===== config.mk =====
export PLATFORM = sky130hd
export DESIGN_NAME = four_level_interrupt_controller
export DESIGN_NICKNAME = d
export VERILOG_FILES = /design/src/four_level_interrupt_controller.v /design/src/flic_arbiter.v /design/src/flic_service_stack.v
export VERILOG_INCLUDE_DIRS = /design/src
export SDC_FILE = /design/constraint.sdc
export NUM_CORES = 1
export LEC_CHECK = 0
export ABC_AREA = 1
export CORE_MARGIN = 1.5
export CORE_UTILIZATION = 60
export CTS_BUF_LIST = sky130_fd_sc_hd__clkbuf_16
export CTS_CLUSTER_SIZE = 10
export DETAILED_ROUTE_END_ITERATION = 8
export DONT_BUFFER_PORTS = 1
export GPL_TIMING_DRIVEN = 0
export PLACE_DENSITY = 0.87
export SLEW_MARGIN = 20
export SYNTH_ARGS = -nofsm -noshare
export SYNTH_HDL_FRONTEND = slang
export SYNTH_SLANG_ARGS = --single-unit

===== constraint.sdc =====
create_clock -name i_sys_clk -period 12.43 [get_ports i_sys_clk]
set_input_delay 1.8645 -clock i_sys_clk [delete_from_list [all_inputs] [get_ports i_sys_clk]]
set_output_delay 1.8645 -clock i_sys_clk [all_outputs]
set_load 0.02 [all_outputs]

===== src/flic_consts.vh =====
// Constants of the four-level interrupt controller
`ifndef FLIC_CONSTS_VH
`define FLIC_CONSTS_VH
// ==========================================
// Register addresses
`define FLIC_ADDR_ENABLE_MAIN 8'hA8
`define FLIC_ADDR_ENABLE_EXT 8'hE8
`define FLIC_ADDR_LEVEL_LOW_A 8'hB8
`define FLIC_ADDR_LEVEL_HIGH_A 8'hB7
`define FLIC_ADDR_LEVEL_LOW_B 8'hF8
`define FLIC_ADDR_LEVEL_HIGH_B 8'hF7
// ==========================================
// Field positions and widths
`define FLIC_GLOBAL_BIT 7
`define FLIC_MAIN_SRC_W 7
`define FLIC_EXT_SRC_W 4
`define FLIC_NUM_SRC 11
// ==========================================
// Reset values
`define FLIC_RST_ENABLE_MAIN 8'h00
`define FLIC_RST_ENABLE_EXT 4'h0
`define FLIC_RST_LEVEL_A 7'h00
`define FLIC_RST_LEVEL_B 4'h0
// ==========================================
// Vector addresses, in polling order
`define FLIC_VEC_EXT0 16'h0003
`define FLIC_VEC_TIMER0 16'h000B
`define FLIC_VEC_EXT1 16'h0013
`define FLIC_VEC_TIMER1 16'h001B
`define FLIC_VEC_COUNTER 16'h0033
`define FLIC_VEC_UART 16'h0023
`define FLIC_VEC_TIMER2 16'h002B
`define FLIC_VEC_CANBUS 16'h003B
`define FLIC_VEC_CONVERTER 16'h0043
`define FLIC_VEC_CAN_TIMER 16'h004B
`define FLIC_VEC_SPI 16'h0053
`endif


===== src/four_level_interrupt_controller.v =====
// Four-level interrupt controller top with special-function registers
`timescale 1ns/1ps
`default_nettype none
`include "flic_consts.vh"
// Notes on behaviour
// - Arbitrate external, timer, serial, counter, CAN, CAN timer, converter and SPI sources.
// - A source reaches arbitration only while its own enable bit is set.
// - Clearing bit 7 of the main enable register blocks every source.
// - Each source gets level 0 to 3 from its high and low level bits.
// - Service is preempted only by a strictly higher level.
// - A level 3 routine is never preempted.
// - Of simultaneous requests the higher level wins.
// - Equal levels are settled by fixed polling order, external 0 first, SPI last.
// - Each source has its fixed vector address.
// - CAN request is the OR of four CAN events; vector 003Bh, rank 8.
// - CAN timer overflow is its own request; vector 004Bh, rank 10.
// - Main enable bits 6..0: counter, timer2, serial, timer1, ext1, timer0, ext0.
// - Main enable register resets to zero and allows single-bit set and clear.
// - Second enable register holds SPI, CAN timer, converter, CAN in bits 3..0.
// - Second level-low register holds four low level bits, reset zero.
module four_level_interrupt_controller
(
  input wire i_sys_clk,
  input wire i_rst_n,
  // Register port
  input wire [7:0] i_sfr_addr,
  input wire i_sfr_wr,
  input wire [7:0] i_sfr_wdata,
  input wire i_sfr_rd,
  output reg [7:0] o_sfr_rdata,
  input wire i_bit_wr,
  input wire [7:0] i_bit_addr,
  input wire i_bit_val,
  // Sources
  input wire i_ext_request_line_0,
  input wire i_ext_request_line_1,
  input wire i_timer0_overflow_flag,
  input wire i_timer1_overflow_flag,
  input wire i_timer2_overflow_flag,
  input wire i_counter_array_flag,
  input wire [4:0] i_compare_channel_flags,
  input wire i_uart_rx_flag,
  input wire i_uart_tx_flag,
  input wire i_can_tx_done_flag,
  input wire i_can_rx_done_flag,
  input wire i_can_error_flag,
  input wire i_buffer_overrun_flag,
  input wire i_converter_done_flag,
  input wire i_can_timer_overflow_flag,
  input wire i_spi_flag,
  // Core handshake
  input wire i_irq_ack,
  input wire i_reti,
  output reg o_irq_req,
  output reg [15:0] o_irq_vector,
  output reg [3:0] o_irq_source,
  output reg [1:0] o_irq_level,
  output reg [3:0] o_in_service
);
  localparam NSRC = `FLIC_NUM_SRC;
  localparam ST_IDLE = 1'b0;
  localparam ST_OFFER = 1'b1;

  // ==========================================
  // Registers
  reg [7:0] enable_main_r;
  reg [3:0] enable_ext_r;
  reg [6:0] level_low_a_r;
  reg [6:0] level_high_a_r;
  reg [3:0] level_low_b_r;
  reg [3:0] level_high_b_r;
  reg state_r;
  reg [1:0] ext0_sync_r;
  reg [1:0] ext1_sync_r;

  // ==========================================
  // Reorder register bits into polling order
  function [10:0] flic_order;
    input [6:0] main_bits;
    input [3:0] ext_bits;
    begin
      flic_order = {ext_bits[3], ext_bits[2], ext_bits[1], ext_bits[0], main_bits[5],
                    main_bits[4], main_bits[6], main_bits[3], main_bits[2], main_bits[1],
                    main_bits[0]};
    end
  endfunction

  // Bit write hitting a given bit-addressable register
  function bit_hit;
    input [7:0] baddr;
    input [7:0] base;
    begin
      bit_hit = (baddr[7:3] == base[7:3]);
    end
  endfunction

  // ==========================================
  // Source requests
  wire [NSRC-1:0] raw_req;
  wire can_req;
  wire uart_req;
  wire counter_req;
  wire [NSRC-1:0] src_enable;
  wire [NSRC-1:0] pending;
  wire [NSRC-1:0] lvl_high;
  wire [NSRC-1:0] lvl_low;

  always @(posedge i_sys_clk or negedge i_rst_n)
  begin
    if (!i_rst_n)
    begin
      ext0_sync_r <= 2'h0;
      ext1_sync_r <= 2'h0;
    end
    else
    begin
      ext0_sync_r <= {ext0_sync_r[0], i_ext_request_line_0};
      ext1_sync_r <= {ext1_sync_r[0], i_ext_request_line_1};
    end
  end

  assign can_req = i_can_tx_done_flag | i_can_rx_done_flag | i_can_error_flag |
                   i_buffer_overrun_flag;
  assign uart_req = i_uart_rx_flag | i_uart_tx_flag;
  assign counter_req = i_counter_array_flag | (|i_compare_channel_flags);
  assign raw_req = {i_spi_flag,
                    i_can_timer_overflow_flag,
                    i_converter_done_flag,
                    can_req,
                    i_timer2_overflow_flag,
                    uart_req,
                    counter_req,
                    i_timer1_overflow_flag,
                    ext1_sync_r[1],
                    i_timer0_overflow_flag,
                    ext0_sync_r[1]};
  assign src_enable = flic_order(enable_main_r[6:0], enable_ext_r);
  assign pending = raw_req & src_enable & {NSRC{enable_main_r[`FLIC_GLOBAL_BIT]}};
  assign lvl_high = flic_order(level_high_a_r, level_high_b_r);
  assign lvl_low = flic_order(level_low_a_r, level_low_b_r);

  // ==========================================
  // Arbiter and in-service tracker
  wire win_valid;
  wire [3:0] win_index;
  wire [1:0] win_level;
  wire [15:0] win_vector;
  wire busy;
  wire [1:0] busy_level;
  wire [3:0] in_service;
  wire push;

  flic_arbiter #(
    .NUM_SRC(NSRC)
  ) u_arbiter (
    .i_pending(pending),
    .i_level_high(lvl_high),
    .i_level_low(lvl_low),
    .i_busy(busy),
    .i_busy_level(busy_level),
    .o_valid(win_valid),
    .o_index(win_index),
    .o_level(win_level),
    .o_vector(win_vector)
  );

  // A taken offer pushes its level into the tracker
  assign push = (state_r == ST_OFFER) && i_irq_ack;

  flic_service_stack u_stack (
    .i_sys_clk(i_sys_clk),
    .i_rst_n(i_rst_n),
    .i_push(push),
    .i_push_level(o_irq_level),
    .i_pop(i_reti),
    .o_busy(busy),
    .o_level(busy_level),
    .o_in_service(in_service)
  );

  // ==========================================
  // Vector offer to the core
  always @(posedge i_sys_clk or negedge i_rst_n)
  begin
    if (!i_rst_n)
    begin
      state_r <= ST_IDLE;
      o_irq_req <= 1'b0;
      o_irq_vector <= 16'h0000;
      o_irq_source <= 4'h0;
      o_irq_level <= 2'h0;
    end
    else
    begin
      case (state_r)
        ST_IDLE:
        begin
          if (win_valid && !i_reti)
          begin
            state_r <= ST_OFFER;
            o_irq_req <= 1'b1;
            o_irq_vector <= win_vector;
            o_irq_source <= win_index;
            o_irq_level <= win_level;
          end
        end
        ST_OFFER:
        begin
          if (i_irq_ack)
          begin
            state_r <= ST_IDLE;
            o_irq_req <= 1'b0;
          end
        end
        default:
        begin
          state_r <= ST_IDLE;
          o_irq_req <= 1'b0;
        end
      endcase
    end
  end

  // ==========================================
  // In-service copy for the core
  always @(posedge i_sys_clk or negedge i_rst_n)
  begin
    if (!i_rst_n)
      o_in_service <= 4'h0;
    else
      o_in_service <= in_service;
  end

  // ==========================================
  // Register writes, byte and single bit
  always @(posedge i_sys_clk or negedge i_rst_n)
  begin
    if (!i_rst_n)
    begin
      enable_main_r <= `FLIC_RST_ENABLE_MAIN;
      enable_ext_r <= `FLIC_RST_ENABLE_EXT;
      level_low_a_r <= `FLIC_RST_LEVEL_A;
      level_high_a_r <= `FLIC_RST_LEVEL_A;
      level_low_b_r <= `FLIC_RST_LEVEL_B;
      level_high_b_r <= `FLIC_RST_LEVEL_B;
    end
    else if (i_sfr_wr)
    begin
      case (i_sfr_addr)
        `FLIC_ADDR_ENABLE_MAIN: enable_main_r <= i_sfr_wdata;
        `FLIC_ADDR_ENABLE_EXT: enable_ext_r <= i_sfr_wdata[3:0];
        `FLIC_ADDR_LEVEL_LOW_A: level_low_a_r <= i_sfr_wdata[6:0];
        `FLIC_ADDR_LEVEL_HIGH_A: level_high_a_r <= i_sfr_wdata[6:0];
        `FLIC_ADDR_LEVEL_LOW_B: level_low_b_r <= i_sfr_wdata[3:0];
        `FLIC_ADDR_LEVEL_HIGH_B: level_high_b_r <= i_sfr_wdata[3:0];
        default:
        begin
          enable_main_r <= enable_main_r;
        end
      endcase
    end
    else if (i_bit_wr)
    begin
      if (bit_hit(i_bit_addr, `FLIC_ADDR_ENABLE_MAIN))
      begin
        enable_main_r[i_bit_addr[2:0]] <= i_bit_val;
      end
      if (bit_hit(i_bit_addr, `FLIC_ADDR_ENABLE_EXT) && !i_bit_addr[2])
      begin
        enable_ext_r[i_bit_addr[1:0]] <= i_bit_val;
      end
      if (bit_hit(i_bit_addr, `FLIC_ADDR_LEVEL_LOW_A) && i_bit_addr[2:0] != 3'h7)
      begin
        level_low_a_r[i_bit_addr[2:0]] <= i_bit_val;
      end
      if (bit_hit(i_bit_addr, `FLIC_ADDR_LEVEL_LOW_B) && !i_bit_addr[2])
      begin
        level_low_b_r[i_bit_addr[1:0]] <= i_bit_val;
      end
    end
  end

  // ==========================================
  // Register reads, one cycle after the strobe
  always @(posedge i_sys_clk or negedge i_rst_n)
  begin
    if (!i_rst_n)
      o_sfr_rdata <= 8'h00;
    else if (i_sfr_rd)
    begin
      case (i_sfr_addr)
        `FLIC_ADDR_ENABLE_MAIN: o_sfr_rdata <= enable_main_r;
        `FLIC_ADDR_ENABLE_EXT: o_sfr_rdata <= {4'h0, enable_ext_r};
        `FLIC_ADDR_LEVEL_LOW_A: o_sfr_rdata <= {1'b0, level_low_a_r};
        `FLIC_ADDR_LEVEL_HIGH_A: o_sfr_rdata <= {1'b0, level_high_a_r};
        `FLIC_ADDR_LEVEL_LOW_B: o_sfr_rdata <= {4'h0, level_low_b_r};
        `FLIC_ADDR_LEVEL_HIGH_B: o_sfr_rdata <= {4'h0, level_high_b_r};
        default: o_sfr_rdata <= 8'h00;
      endcase
    end
  end
endmodule // four_level_interrupt_controller
`default_nettype wire


===== src/flic_arbiter.v =====
// Level and polling-order arbiter of the interrupt controller
`timescale 1ns/1ps
`default_nettype none
`include "flic_consts.vh"
module flic_arbiter
#(
  parameter NUM_SRC = `FLIC_NUM_SRC
)
(
  input wire [NUM_SRC-1:0] i_pending,
  input wire [NUM_SRC-1:0] i_level_high,
  input wire [NUM_SRC-1:0] i_level_low,
  input wire i_busy,
  input wire [1:0] i_busy_level,
  output reg o_valid,
  output reg [3:0] o_index,
  output reg [1:0] o_level,
  output reg [15:0] o_vector
);
  // ==========================================
  // Vector lookup
  function [15:0] flic_vector;
    input [3:0] idx;
    begin
      case (idx)
        4'h0: flic_vector = `FLIC_VEC_EXT0;
        4'h1: flic_vector = `FLIC_VEC_TIMER0;
        4'h2: flic_vector = `FLIC_VEC_EXT1;
        4'h3: flic_vector = `FLIC_VEC_TIMER1;
        4'h4: flic_vector = `FLIC_VEC_COUNTER;
        4'h5: flic_vector = `FLIC_VEC_UART;
        4'h6: flic_vector = `FLIC_VEC_TIMER2;
        4'h7: flic_vector = `FLIC_VEC_CANBUS;
        4'h8: flic_vector = `FLIC_VEC_CONVERTER;
        4'h9: flic_vector = `FLIC_VEC_CAN_TIMER;
        4'hA: flic_vector = `FLIC_VEC_SPI;
        default: flic_vector = 16'h0000;
      endcase
    end
  endfunction

  // ==========================================
  // Highest level first, then lowest polling rank
  integer k;
  reg [1:0] lvl;
  always @*
  begin
    lvl = 2'h0;
    o_valid = 1'b0;
    o_index = 4'h0;
    o_level = 2'h0;
    for (k = NUM_SRC - 1; k >= 0; k = k - 1)
    begin
      lvl = {i_level_high[k], i_level_low[k]};
      if (i_pending[k] && (!i_busy || lvl > i_busy_level))
      begin
        if (!o_valid || lvl >= o_level)
        begin
          o_valid = 1'b1;
          o_index = k[3:0];
          o_level = lvl;
        end
      end
    end
    o_vector = flic_vector(o_index);
  end
endmodule // flic_arbiter
`default_nettype wire


===== src/flic_service_stack.v =====
// In-service level tracker of the interrupt controller
`timescale 1ns/1ps
`default_nettype none
module flic_service_stack
(
  input wire i_sys_clk,
  input wire i_rst_n,
  input wire i_push,
  input wire [1:0] i_push_level,
  input wire i_pop,
  output wire o_busy,
  output reg [1:0] o_level,
  output wire [3:0] o_in_service
);
  reg [3:0] in_service_r;
  reg [3:0] in_service_nxt;

  // ==========================================
  // Top set bit is the level now in service
  always @*
  begin
    o_level = 2'h0;
    if (in_service_r[1])
      o_level = 2'h1;
    if (in_service_r[2])
      o_level = 2'h2;
    if (in_service_r[3])
      o_level = 2'h3;
  end
  assign o_busy = |in_service_r;
  assign o_in_service = in_service_r;

  // ==========================================
  // Return releases top level, grant adds one
  always @*
  begin
    in_service_nxt = in_service_r;
    if (i_pop)
      in_service_nxt[o_level] = 1'b0;
    if (i_push)
      in_service_nxt[i_push_level] = 1'b1;
  end

  always @(posedge i_sys_clk or negedge i_rst_n)
  begin
    if (!i_rst_n)
      in_service_r <= 4'h0;
    else
      in_service_r <= in_service_nxt;
  end
endmodule // flic_service_stack
`default_nettype wire


==> qor.yml, run 1 <==
syn_inst: 678
cp_data_arrival_time_ns: 12.13
viasPerCell: 6.13
worstHoldStart: "ext0_sync_r[0]"
antenna_found_initial: 0
crit_path_max_incr_delay_ns: 0.29
place_ws_ns: 0.191
syn-cell-area_sq_mm: 0.00508
pin_count: 87
clock_latency_ns: 0.34
detail_route.wl_per_cell_microns: 17.3
dr_total_vias: 4990
violations: "DRC"
path_buf_inv: 11
hold_depth: 0
setup_ws_ns: 0.555
dieArea_sq_mm: 0.00903
crit_path_max_fanout: 6
clk_path_buf_depth: 2
startpoint: "i_spi_flag"
finalCritPeriodShare: 0.955
max_freq_mhz: 84.2
multi_input_area_sq_mm: 0.00295
fin_nets: 796
drive_above_1_share: 0.169
r2r_start: "u_stack.o_in_service[1]"
setup_viol: 0
worst_slew_pin_slew_ns: 1.01
utilization: 0.693
setup.worst_path.end_class: "flip-flop"
critPathSlowestCell: "ha_1"
timing_hold_violations_final: 0
grt_pass1_wl_microns: 21700
rr_worst_depth: 91
ys_seq_area_frac: 0.330
setup.worst_path.class: "in2reg"
startpoint_type: "primary input"
min_path_type: "reg2reg"
nFillCells: 636
cts_buffers: 9
postRouteAntennaNets: 0
r2r_setup_slack_ns: 0.71
dp_hpwl_microns: 10400
core_area_sq_mm: 0.00822
dr.pass1.iters: 7
seqCellArea_sq_mm: 0.00168
start_util: 0.618
maxSlewViolCount: 0
grtUsageTotal: 0.319
numClockSinks: 67
hold_end: "ext0_sync_r[1]"
io_buffers: 0
fin_skew_ns: 0.0102
path_clk_slew_ns: 0.06
die_w_microns: 95
grt_pass1_vias: 4585
status: "finished, violations left"
max_slew_margin: 0.328
fin_total_pwr_mw: 1.10
grt_max_degree: 68
routed_wl_microns: 14100
cts_tree: "done"
timing.rr.end: "o_irq_vector[4]"
critPathRequiredTime_ns: 12.69
power.density_mw_per_mm2: 193
critPathTopFamily: "simple AND/OR/NAND/NOR gates"
leakagePower_nw: 2.89
dr.first_iter.drc_count: 518
fp.dieH_microns: 95
rows: 33
diodes: 0
cts-root-buf: "clkbuf_16"
syn2layout_area_growth_pct: 12.2
layout_commonest_cell: "nand2_1"
drcViolationCount: 1
final_cell_mix: "139 x nand2_1, 100 x inv_1, 67 x dfrtp_1"
syn_area_per_cell_sq_um: 7.49
drv_cap: 0
crit_cells: 87
min_period_ns: 11.87
gp_congestion: 0.990
ys_seq_elements: 67
ys_types: 52
irDropWorstVdd_mv: 0.118
h-tree-depth: 3
crit_top_cell: "nand2_1"
grt-ovfl-total: 0
yosys_warnings: 0
## stage by stage
stage | hold slack, ns | cells | TNS (ns) | cell area (sq um)
2_1_floorplan | 0.331 | 687 | 0 | 5110
3_3_place_gp | 0.337 | 792 | 0 | 5240
3_5_place_dp | 0.341 | 793 | 0 | 5260
4_1_cts | 0.359 | 809 | 0 | 5580
5_1_grt | 0.364 | 814 | -0.455 | 5700
6_report | 0.355 | 814 | 0 | 5700
## cell usage after synthesis (all sizes together)
| cell type | count | area (sq um) |
|---|---|---|
| o21a | 2 | 15.0 |
| a31oi | 23 | 144 |
| a211oi | 1 | 7.51 |
| buf | 15 | 111 |
| a311oi | 1 | 8.76 |
| dfrtp | 67 | 1680 |
| inv | 111 | 417 |
| o21ai | 50 | 265 |
| a221oi | 7 | 61.3 |
| a21boi | 2 | 15.0 |
| nor2 | 54 | 255 |
| nor3 | 3 | 20.0 |
| o22ai | 4 | 25.0 |
| nand4 | 4 | 25.0 |
| ha | 40 | 500 |
| o2111ai | 3 | 26.3 |
| o31ai | 2 | 15.0 |
| o32ai | 3 | 33.8 |
| a2bb2oi | 1 | 15.0 |
| nand3b | 1 | 7.51 |
| nand2 | 163 | 689 |
| o32a | 1 | 10.0 |
| clkinv | 4 | 15.0 |
| or3b | 1 | 8.76 |
| nand3 | 42 | 245 |
| a32o | 3 | 30.0 |
| a21oi | 49 | 290 |
| conb | 1 | 3.75 |
| clkbuf | 6 | 22.5 |
| nor4 | 3 | 25.0 |
| o221ai | 1 | 8.76 |
| o211ai | 5 | 47.5 |
| or2 | 3 | 21.3 |
| mux2i | 1 | 10.0 |
| and2 | 1 | 6.26 |
## area by class of cell
cell class                      instances  share of cell area
Buffer                                 21              0.0235
Clock buffer                            9              0.0395
Clock inverter                          7              0.0174
Inverter                              115              0.0758
Multi-Input combinational cell        484               0.518
Sequential cell                        67               0.294
Tap cell                              105              0.0231
Timing Repair Buffer                    6             0.00857
## cell families (layout without fill, tap and decap cells)
family / Yosys count / in the layout / synth area share
AOI/OAI and AO/OA: 158 / 158 / 0.201
muxes: 1 / 1 / 0.00197
other: 1 / 10 / 0.000738
and+or+nand+nor: 275 / 275 / 0.257
DFF: 67 / 67 / 0.330
adders and majority gates: 40 / 40 / 0.0985
buffers and inverters: 136 / 158 / 0.111
## layer usage
metal	track usage	up-vias	part of all wire
met1	0.386	2321	0.39
met2	0.532	308	0.49
li1	-	2305	-
met5	0	-	0
met3	0.0805	56	0.094
met4	0.146	0	0.036
## power by group
part	leakage (nW)	internal, mW	switching (mW)
Clock	0.156	0.177	0.104
Combinational	1.86	0.176	0.320
Sequential	0.873	0.258	0.0631
Total	2.89	0.611	0.487
## state kept, by name, summed over array words and instances (netlist names)
register              count
ext1_sync_r               2
enable_main_r             8
ext0_sync_r               2
level_low_a_r             7
u_stack.o_in_service      4
level_high_b_r            4
o_irq_req                 1
o_irq_source              4
enable_ext_r              4
o_irq_level               2
level_high_a_r            7
level_low_b_r             4
o_in_service              4
o_irq_vector              5
state_r                   1
o_sfr_rdata               8
## timing repair
item	CTS	global route
hold buffers	0	0
setup buffers	0	5
setup endpoints to repair	0	11
resized for setup	0	20
## worst max path at each step
stage	end	slack, ns
detailed placement	o_irq_vector[4]	0.19
CTS	o_irq_vector[4]	0.39
finish	o_irq_vector[4]	0.56
floorplan	o_irq_vector[4]	1.50
global placement	o_irq_vector[4]	0.38
global route	o_irq_vector[6]	-0.13
No activity file was read; power rests on OpenSTA's default activity.
==> run 2, diff against run 1 <==
- clock period: 12.43 -> 13.6 ns (I/O delays scaled with it)
==> run 2 against run 1 <==
Effect of this change: the flow now finishes without violations; sequential power is 8.7% lower; largest power group unchanged; sequential share of layout area is 0.62 points higher; die area did not move; first-iteration DRC count decreased by 7.5%; flip-flop and latch count is the same; global-route usage is the same; wire length decreased by 1.9%; cell count shrank 0.61%; clock power down 8.9%.
==> qor.yml, run 2 (synthesis results as in run 1) <==
core_area_sq_mm: 0.00822  # unchanged
syn2layout_area_growth_pct: 9.85
reg.largest.list: "enable_main_r (8), o_sfr_rdata (8)"
grt_max_degree: 68  # unchanged
finalHoldWorstSlack_ns: 0.355  # -0.0000380 ns
grtUsageTotal: 0.319  # unchanged
dp_hpwl_microns: 10400  # unchanged
final_cell_mix: "142 x nand2_1, 100 x inv_1, 67 x dfrtp_1"
grt-ovfl-total: 0  # unchanged
startpoint_type: "primary input"
grt_pass1_wl_microns: 21700  # unchanged
dr.pass1.iters: 5  # -2
drive_above_1_share: 0.145  # -0.0244
finalCritPeriodShare: 0.912
irDropWorstVdd_mv: 0.107  # -9.5%
clock_latency_ns: 0.34  # about the same
fin_skew_ns: 0.0104  # +0.000147 ns
fin_total_pwr_mw: 0.987  # -10%
grt_pass1_vias: 4585  # unchanged
path_clk_slew_ns: 0.06  # about the same
place_inst: 793  # unchanged
worstHoldStart: "ext0_sync_r[0]"
max_freq_mhz: 80.6
timing_hold_violations_final: 0  # unchanged
power.density_mw_per_mm2: 177  # -8.2%
r2r_start: "u_stack.o_in_service[1]"
diodes: 0  # unchanged
postCtsResizedCells: 0  # unchanged
max_slew_margin: 0.344  # +0.0165
start_util: 0.618  # unchanged
rsz0062_at_grt: "false"
setup.worst_path.end_class: "flip-flop"
postRouteAntennaNets: 0  # unchanged
clk_path_buf_depth: 2  # unchanged
detail_route.wl_per_cell_microns: 17.1  # -1.3%
routed_wl_microns: 13800  # -1.9%
maxSlewViolCount: 0  # unchanged
cts-root-buf: "clkbuf_16"
antenna_found_initial: 0  # unchanged
io_buffers: 0  # unchanged
fin_area_sq_mm: 0.00558  # -2.1%
dr.first_iter.drc_count: 479  # -7.5%
min_path_type: "reg2reg"
crit_path_max_fanout: 6  # unchanged
worst_slew_pin_slew_ns: 0.981  # -0.0247 ns
cts_buffers: 9  # unchanged
pin_count: 87  # unchanged
drcViolationCount: 0  # -1
min_period_ns: 12.40
fp.dieH_microns: 95  # unchanged
ctsHoldBuffers: 0  # unchanged
cts_setup_buffers: 0  # unchanged
dr_total_vias: 4883  # -2.1%
stdcell_count: 809  # -0.61%
critPathSlowestCell: "ha_1"
die_w_microns: 95  # unchanged
h-tree-depth: 3  # unchanged
crit_path_max_incr_delay_ns: 0.29  # about the same
status: "finished clean"
fin_nets: 791  # -0.63%
cp_data_arrival_time_ns: 12.66  # +0.53 ns
setup.worst_path.class: "in2reg"
tns_ns: 0  # unchanged
rows: 33  # unchanged
crit_top_cell: "nand2_1"
layout_commonest_cell: "nand2_1"
setup_viol: 0  # unchanged
viasPerCell: 6.04  # -1.5%
numClockSinks: 67  # unchanged
leakagePower_nw: 2.85  # -1.1%
startpoint: "i_spi_flag"
gp_congestion: 0.990  # unchanged
dieArea_sq_mm: 0.00903  # unchanged
dpl-instance-area_sq_mm: 0.00526  # unchanged
drv_cap: 0  # unchanged
cts_tree: "done"
critPathRequiredTime_ns: 13.86  # +1.17 ns
-- run 2: changes by cell type in the layout (fill, tap and decap cells not counted), sizes merged --
cell | before | now
buf | 21 | 16
-- run 2: worst paths after layout --
kind | endpoint | slack, ns | depth (start not counted)
worst max-delay path | o_irq_vector[4] | 1.20 | 89
worst min-delay path | ext0_sync_r[1] | 0.35 | 0
worst max register to register | o_irq_vector[4] | 1.51 | 93
worst min register to register | ext0_sync_r[1] | 0.35 | 0
max in group asynchronous | o_sfr_rdata[0] | 12.08 | 0
min in group asynchronous | o_in_service[0] | 1.39 | 0
-- run 2: layout make-up --
cell class              instances  area [sq um]
clock inverters                 7          98.8
flip-flops and latches         67          1680
inverters                     115           432
well taps                     105           131
clock buffers                   9           225
fillers                       659          2640
repair buffers                  1          11.3
plain buffers                  21           134
multi-input cells             484          2870
-- run 2: routing by layer --
| layer | up-vias | wire length [microns] | track usage |
|---|---|---|---|
| li1 | 2290 | - | - |
| met2 | 299 | 6640 | 0.532 |
| met4 | 0 | 529 | 0.146 |
| met1 | 2245 | 5340 | 0.386 |
| met5 | - | 0 | 0 |
| met3 | 49 | 1290 | 0.0805 |
-- run 2: metrics by stage --
step	util	setup slack (ns)
floorplan	-	2.50
finish	0.679	1.20
CTS	0.679	1.38
global placement	0.638	1.55
global route	0.679	0.272
detailed placement	0.640	1.19
-- run 2: power by group --
part | switching [mW] | total, mW | internal (mW) | leakage, nW
Combinational | 0.283 | 0.438 | 0.155 | 1.82
Sequential | 0.0572 | 0.293 | 0.236 | 0.873
Clock | 0.0941 | 0.256 | 0.162 | 0.156
-- run 2: critical path, delay by kind of cell --
kind	cells	cell delay [ns]
buffers and inverters	11	0.67
adder cells (fa/ha/maj)	11	2.85
AO/OA/AOI/OAI	14	1.70
multiplexers	1	0.23
AND/OR/NAND/NOR	52	5.14
==> run 3, diff against run 2 <==
==> constraint.sdc (replaced) <==
create_clock -name i_sys_clk -period 15 [get_ports i_sys_clk]
set_input_delay 1.5 -clock i_sys_clk [delete_from_list [all_inputs] [get_ports i_sys_clk]]
set_output_delay 1.5 -clock i_sys_clk [all_outputs]
set_load 0.02 [all_outputs]
==> run 3 against run 2 <==
Effect of this change: sequential power decreased by 9.2%; cell count stayed put; clock skew increased by 0.00084 ns; critical path type is now reg2reg; first-iteration DRC count is 13% higher; worst setup slack better by 1.7 ns; clock power is 9.4% lower; highest routed layer unchanged; wire length is 0.22% lower; non-clock buffer count is the same; hold slack barely moved; design area unchanged; via count is 0.35% higher; core utilization is the same.
==> qor.yml, run 3 (synthesis results as in run 1) <==
status: "finished clean"
cts-root-buf: "clkbuf_16"
hold_depth: 0  # unchanged
reg.largest.list: "enable_main_r (8), o_sfr_rdata (8)"
setup.worst_path.end_class: "flip-flop"
drcViolationCount: 0  # unchanged
hold_end: "ext0_sync_r[1]"
postCtsResizedCells: 0  # unchanged
fin_nets: 791  # unchanged
use_met3: 0.0733  # -0.00725
timing_hold_violations_final: 0  # unchanged
min_path_type: "reg2reg"
leakagePower_nw: 2.85  # unchanged
r2r_start: "u_stack.o_in_service[1]"
rows: 33  # unchanged
antenna_found_initial: 0  # unchanged
cts_tree: "done"
fin_skew_ns: 0.0112  # +0.000845 ns
setup.worst_path.class: "reg2reg"
dieArea_sq_mm: 0.00903  # unchanged
crit_top_cell: "nand2_1"
rr_worst_depth: 93  # unchanged
dr.pass1.iters: 6  # +1
setup_viol: 0  # unchanged
rsz0062_at_grt: "false"
dp_hpwl_microns: 10400  # unchanged
place_ws_ns: 3.13  # +1.94 ns
syn2layout_area_growth_pct: 9.85  # unchanged
startpoint_type: "flip-flop"
grtUsageTotal: 0.319  # unchanged
start_util: 0.618  # unchanged
dr.first_iter.drc_count: 543  # +13%
postRouteAntennaNets: 0  # unchanged
routed_wl_microns: 13800  # -0.22%
viasPerCell: 6.06  # +0.35%
pin_count: 87  # unchanged
cts_buffers: 9  # unchanged
core_area_sq_mm: 0.00822  # unchanged
detail_route.wl_per_cell_microns: 17.0  # -0.22%
place_inst: 793  # unchanged
gp_congestion: 0.990  # unchanged
irDropWorstVdd_mv: 0.0970  # -9.4%
worst_slew_pin_slew_ns: 0.946  # -0.0347 ns
power.density_mw_per_mm2: 160  # -9.5%
h-tree-depth: 3  # unchanged
numClockSinks: 67  # unchanged
critPathSlowestCell: "o21ai_1"
met1_usage: 0.387  # +0.00101
diodes: 0  # unchanged
maxSlewViolCount: 0  # unchanged
grt-ovfl-total: 0  # unchanged
max_freq_mhz: 83.0
cp_data_arrival_time_ns: 12.31  # -0.35 ns
tns_ns: 0  # unchanged
crit_path_max_incr_delay_ns: 0.53  # +0.24 ns
fp.dieH_microns: 95  # unchanged
timing.rr.end: "o_irq_vector[4]"
min_period_ns: 12.05
ctsHoldBuffers: 0  # unchanged
setup_ws_ns: 2.95  # +1.75 ns
grt_max_degree: 68  # unchanged
busiest_layer: "met2"
die_w_microns: 95  # unchanged
dr_total_vias: 4900  # +0.35%
path_clk_slew_ns: 0.06  # about the same
cts_setup_buffers: 0  # unchanged
drive_above_1_share: 0.145  # unchanged
fin_total_pwr_mw: 0.893  # -9.5%
clk_path_buf_depth: 2  # unchanged
layout_commonest_cell: "nand2_1"
drv_cap: 0  # unchanged
r2r_setup_slack_ns: 2.95  # +1.44 ns
final_cell_mix: "142 x nand2_1, 100 x inv_1, 67 x dfrtp_1"
stdcell_count: 809  # unchanged
clock_latency_ns: 0.34  # about the same
grt_pass1_wl_microns: 21700  # +0.12%
max_slew_margin: 0.367  # +0.0232
grt_pass1_vias: 4578  # -0.15%
critPathRequiredTime_ns: 15.26  # +1.40 ns
crit_path_max_fanout: 6  # unchanged
io_buffers: 0  # unchanged
worstHoldStart: "ext0_sync_r[0]"
grt_use_met2: 0.535  # +0.00298
finalCritPeriodShare: 0.803
## run 3: cell counts in the layout (fill, tap and decap cells not counted)
Identical to the previous run, type by type.
## run 3: worst max path at each step
stage,startpoint,to,slack (ns),cells past startpoint
2_1_floorplan,u_stack.o_in_service[2],o_irq_vector[4],4.41,95
3_3_place_gp,u_stack.o_in_service[2],o_irq_vector[4],2.95,92
3_5_place_dp,i_spi_flag,o_irq_vector[4],3.13,89
4_1_cts,u_stack.o_in_service[1],o_irq_vector[4],3.10,93
5_1_grt,u_stack.o_in_service[1],o_irq_vector[4],1.90,97
6_report,u_stack.o_in_service[1],o_irq_vector[4],2.95,93
## run 3: layer usage
metal / routed length, microns / vias up
li1: - / 2290
met1: 5440 / 2290
met2: 6590 / 274
met3: 1210 / 46
met4: 533 / 0
met5: 0 / -
## run 3: stage by stage
step	hold WS, ns	instance area (sq um)	utilization
6_report	0.355	5580	0.679
5_1_grt	0.364	5580	0.679
4_1_cts	0.359	5580	0.679
3_5_place_dp	0.341	5260	0.640
3_3_place_gp	0.337	5240	0.638
2_1_floorplan	0.331	5110	-
## run 3: power breakdown
| part | leakage (nW) | internal, mW | switching, mW |
|---|---|---|---|
| Sequential | 0.873 | 0.214 | 0.0521 |
| Clock | 0.156 | 0.147 | 0.0852 |
| Combinational | 1.82 | 0.140 | 0.255 |
| Total | 2.85 | 0.501 | 0.393 |
## run 3: cell type report
cell class | instances | area (sq um)
Tap cell | 105 | 131
Sequential cell | 67 | 1680
Inverter | 115 | 432
Buffer | 21 | 134
Clock inverter | 7 | 98.8
Fill cell | 659 | 2640
Multi-Input combinational cell | 484 | 2870
Timing Repair Buffer | 1 | 11.3
Clock buffer | 9 | 225
## run 3: critical path: cells and delay by family (launching register included)
family	cells	cell delay, ns
buffers and inverters	12	0.73
adder cells (fa/ha/maj)	12	3.20
multiplexers	1	0.23
AO/OA/AOI/OAI	15	2.21
AND/OR/NAND/NOR	53	5.18
flip-flops	1	0.42
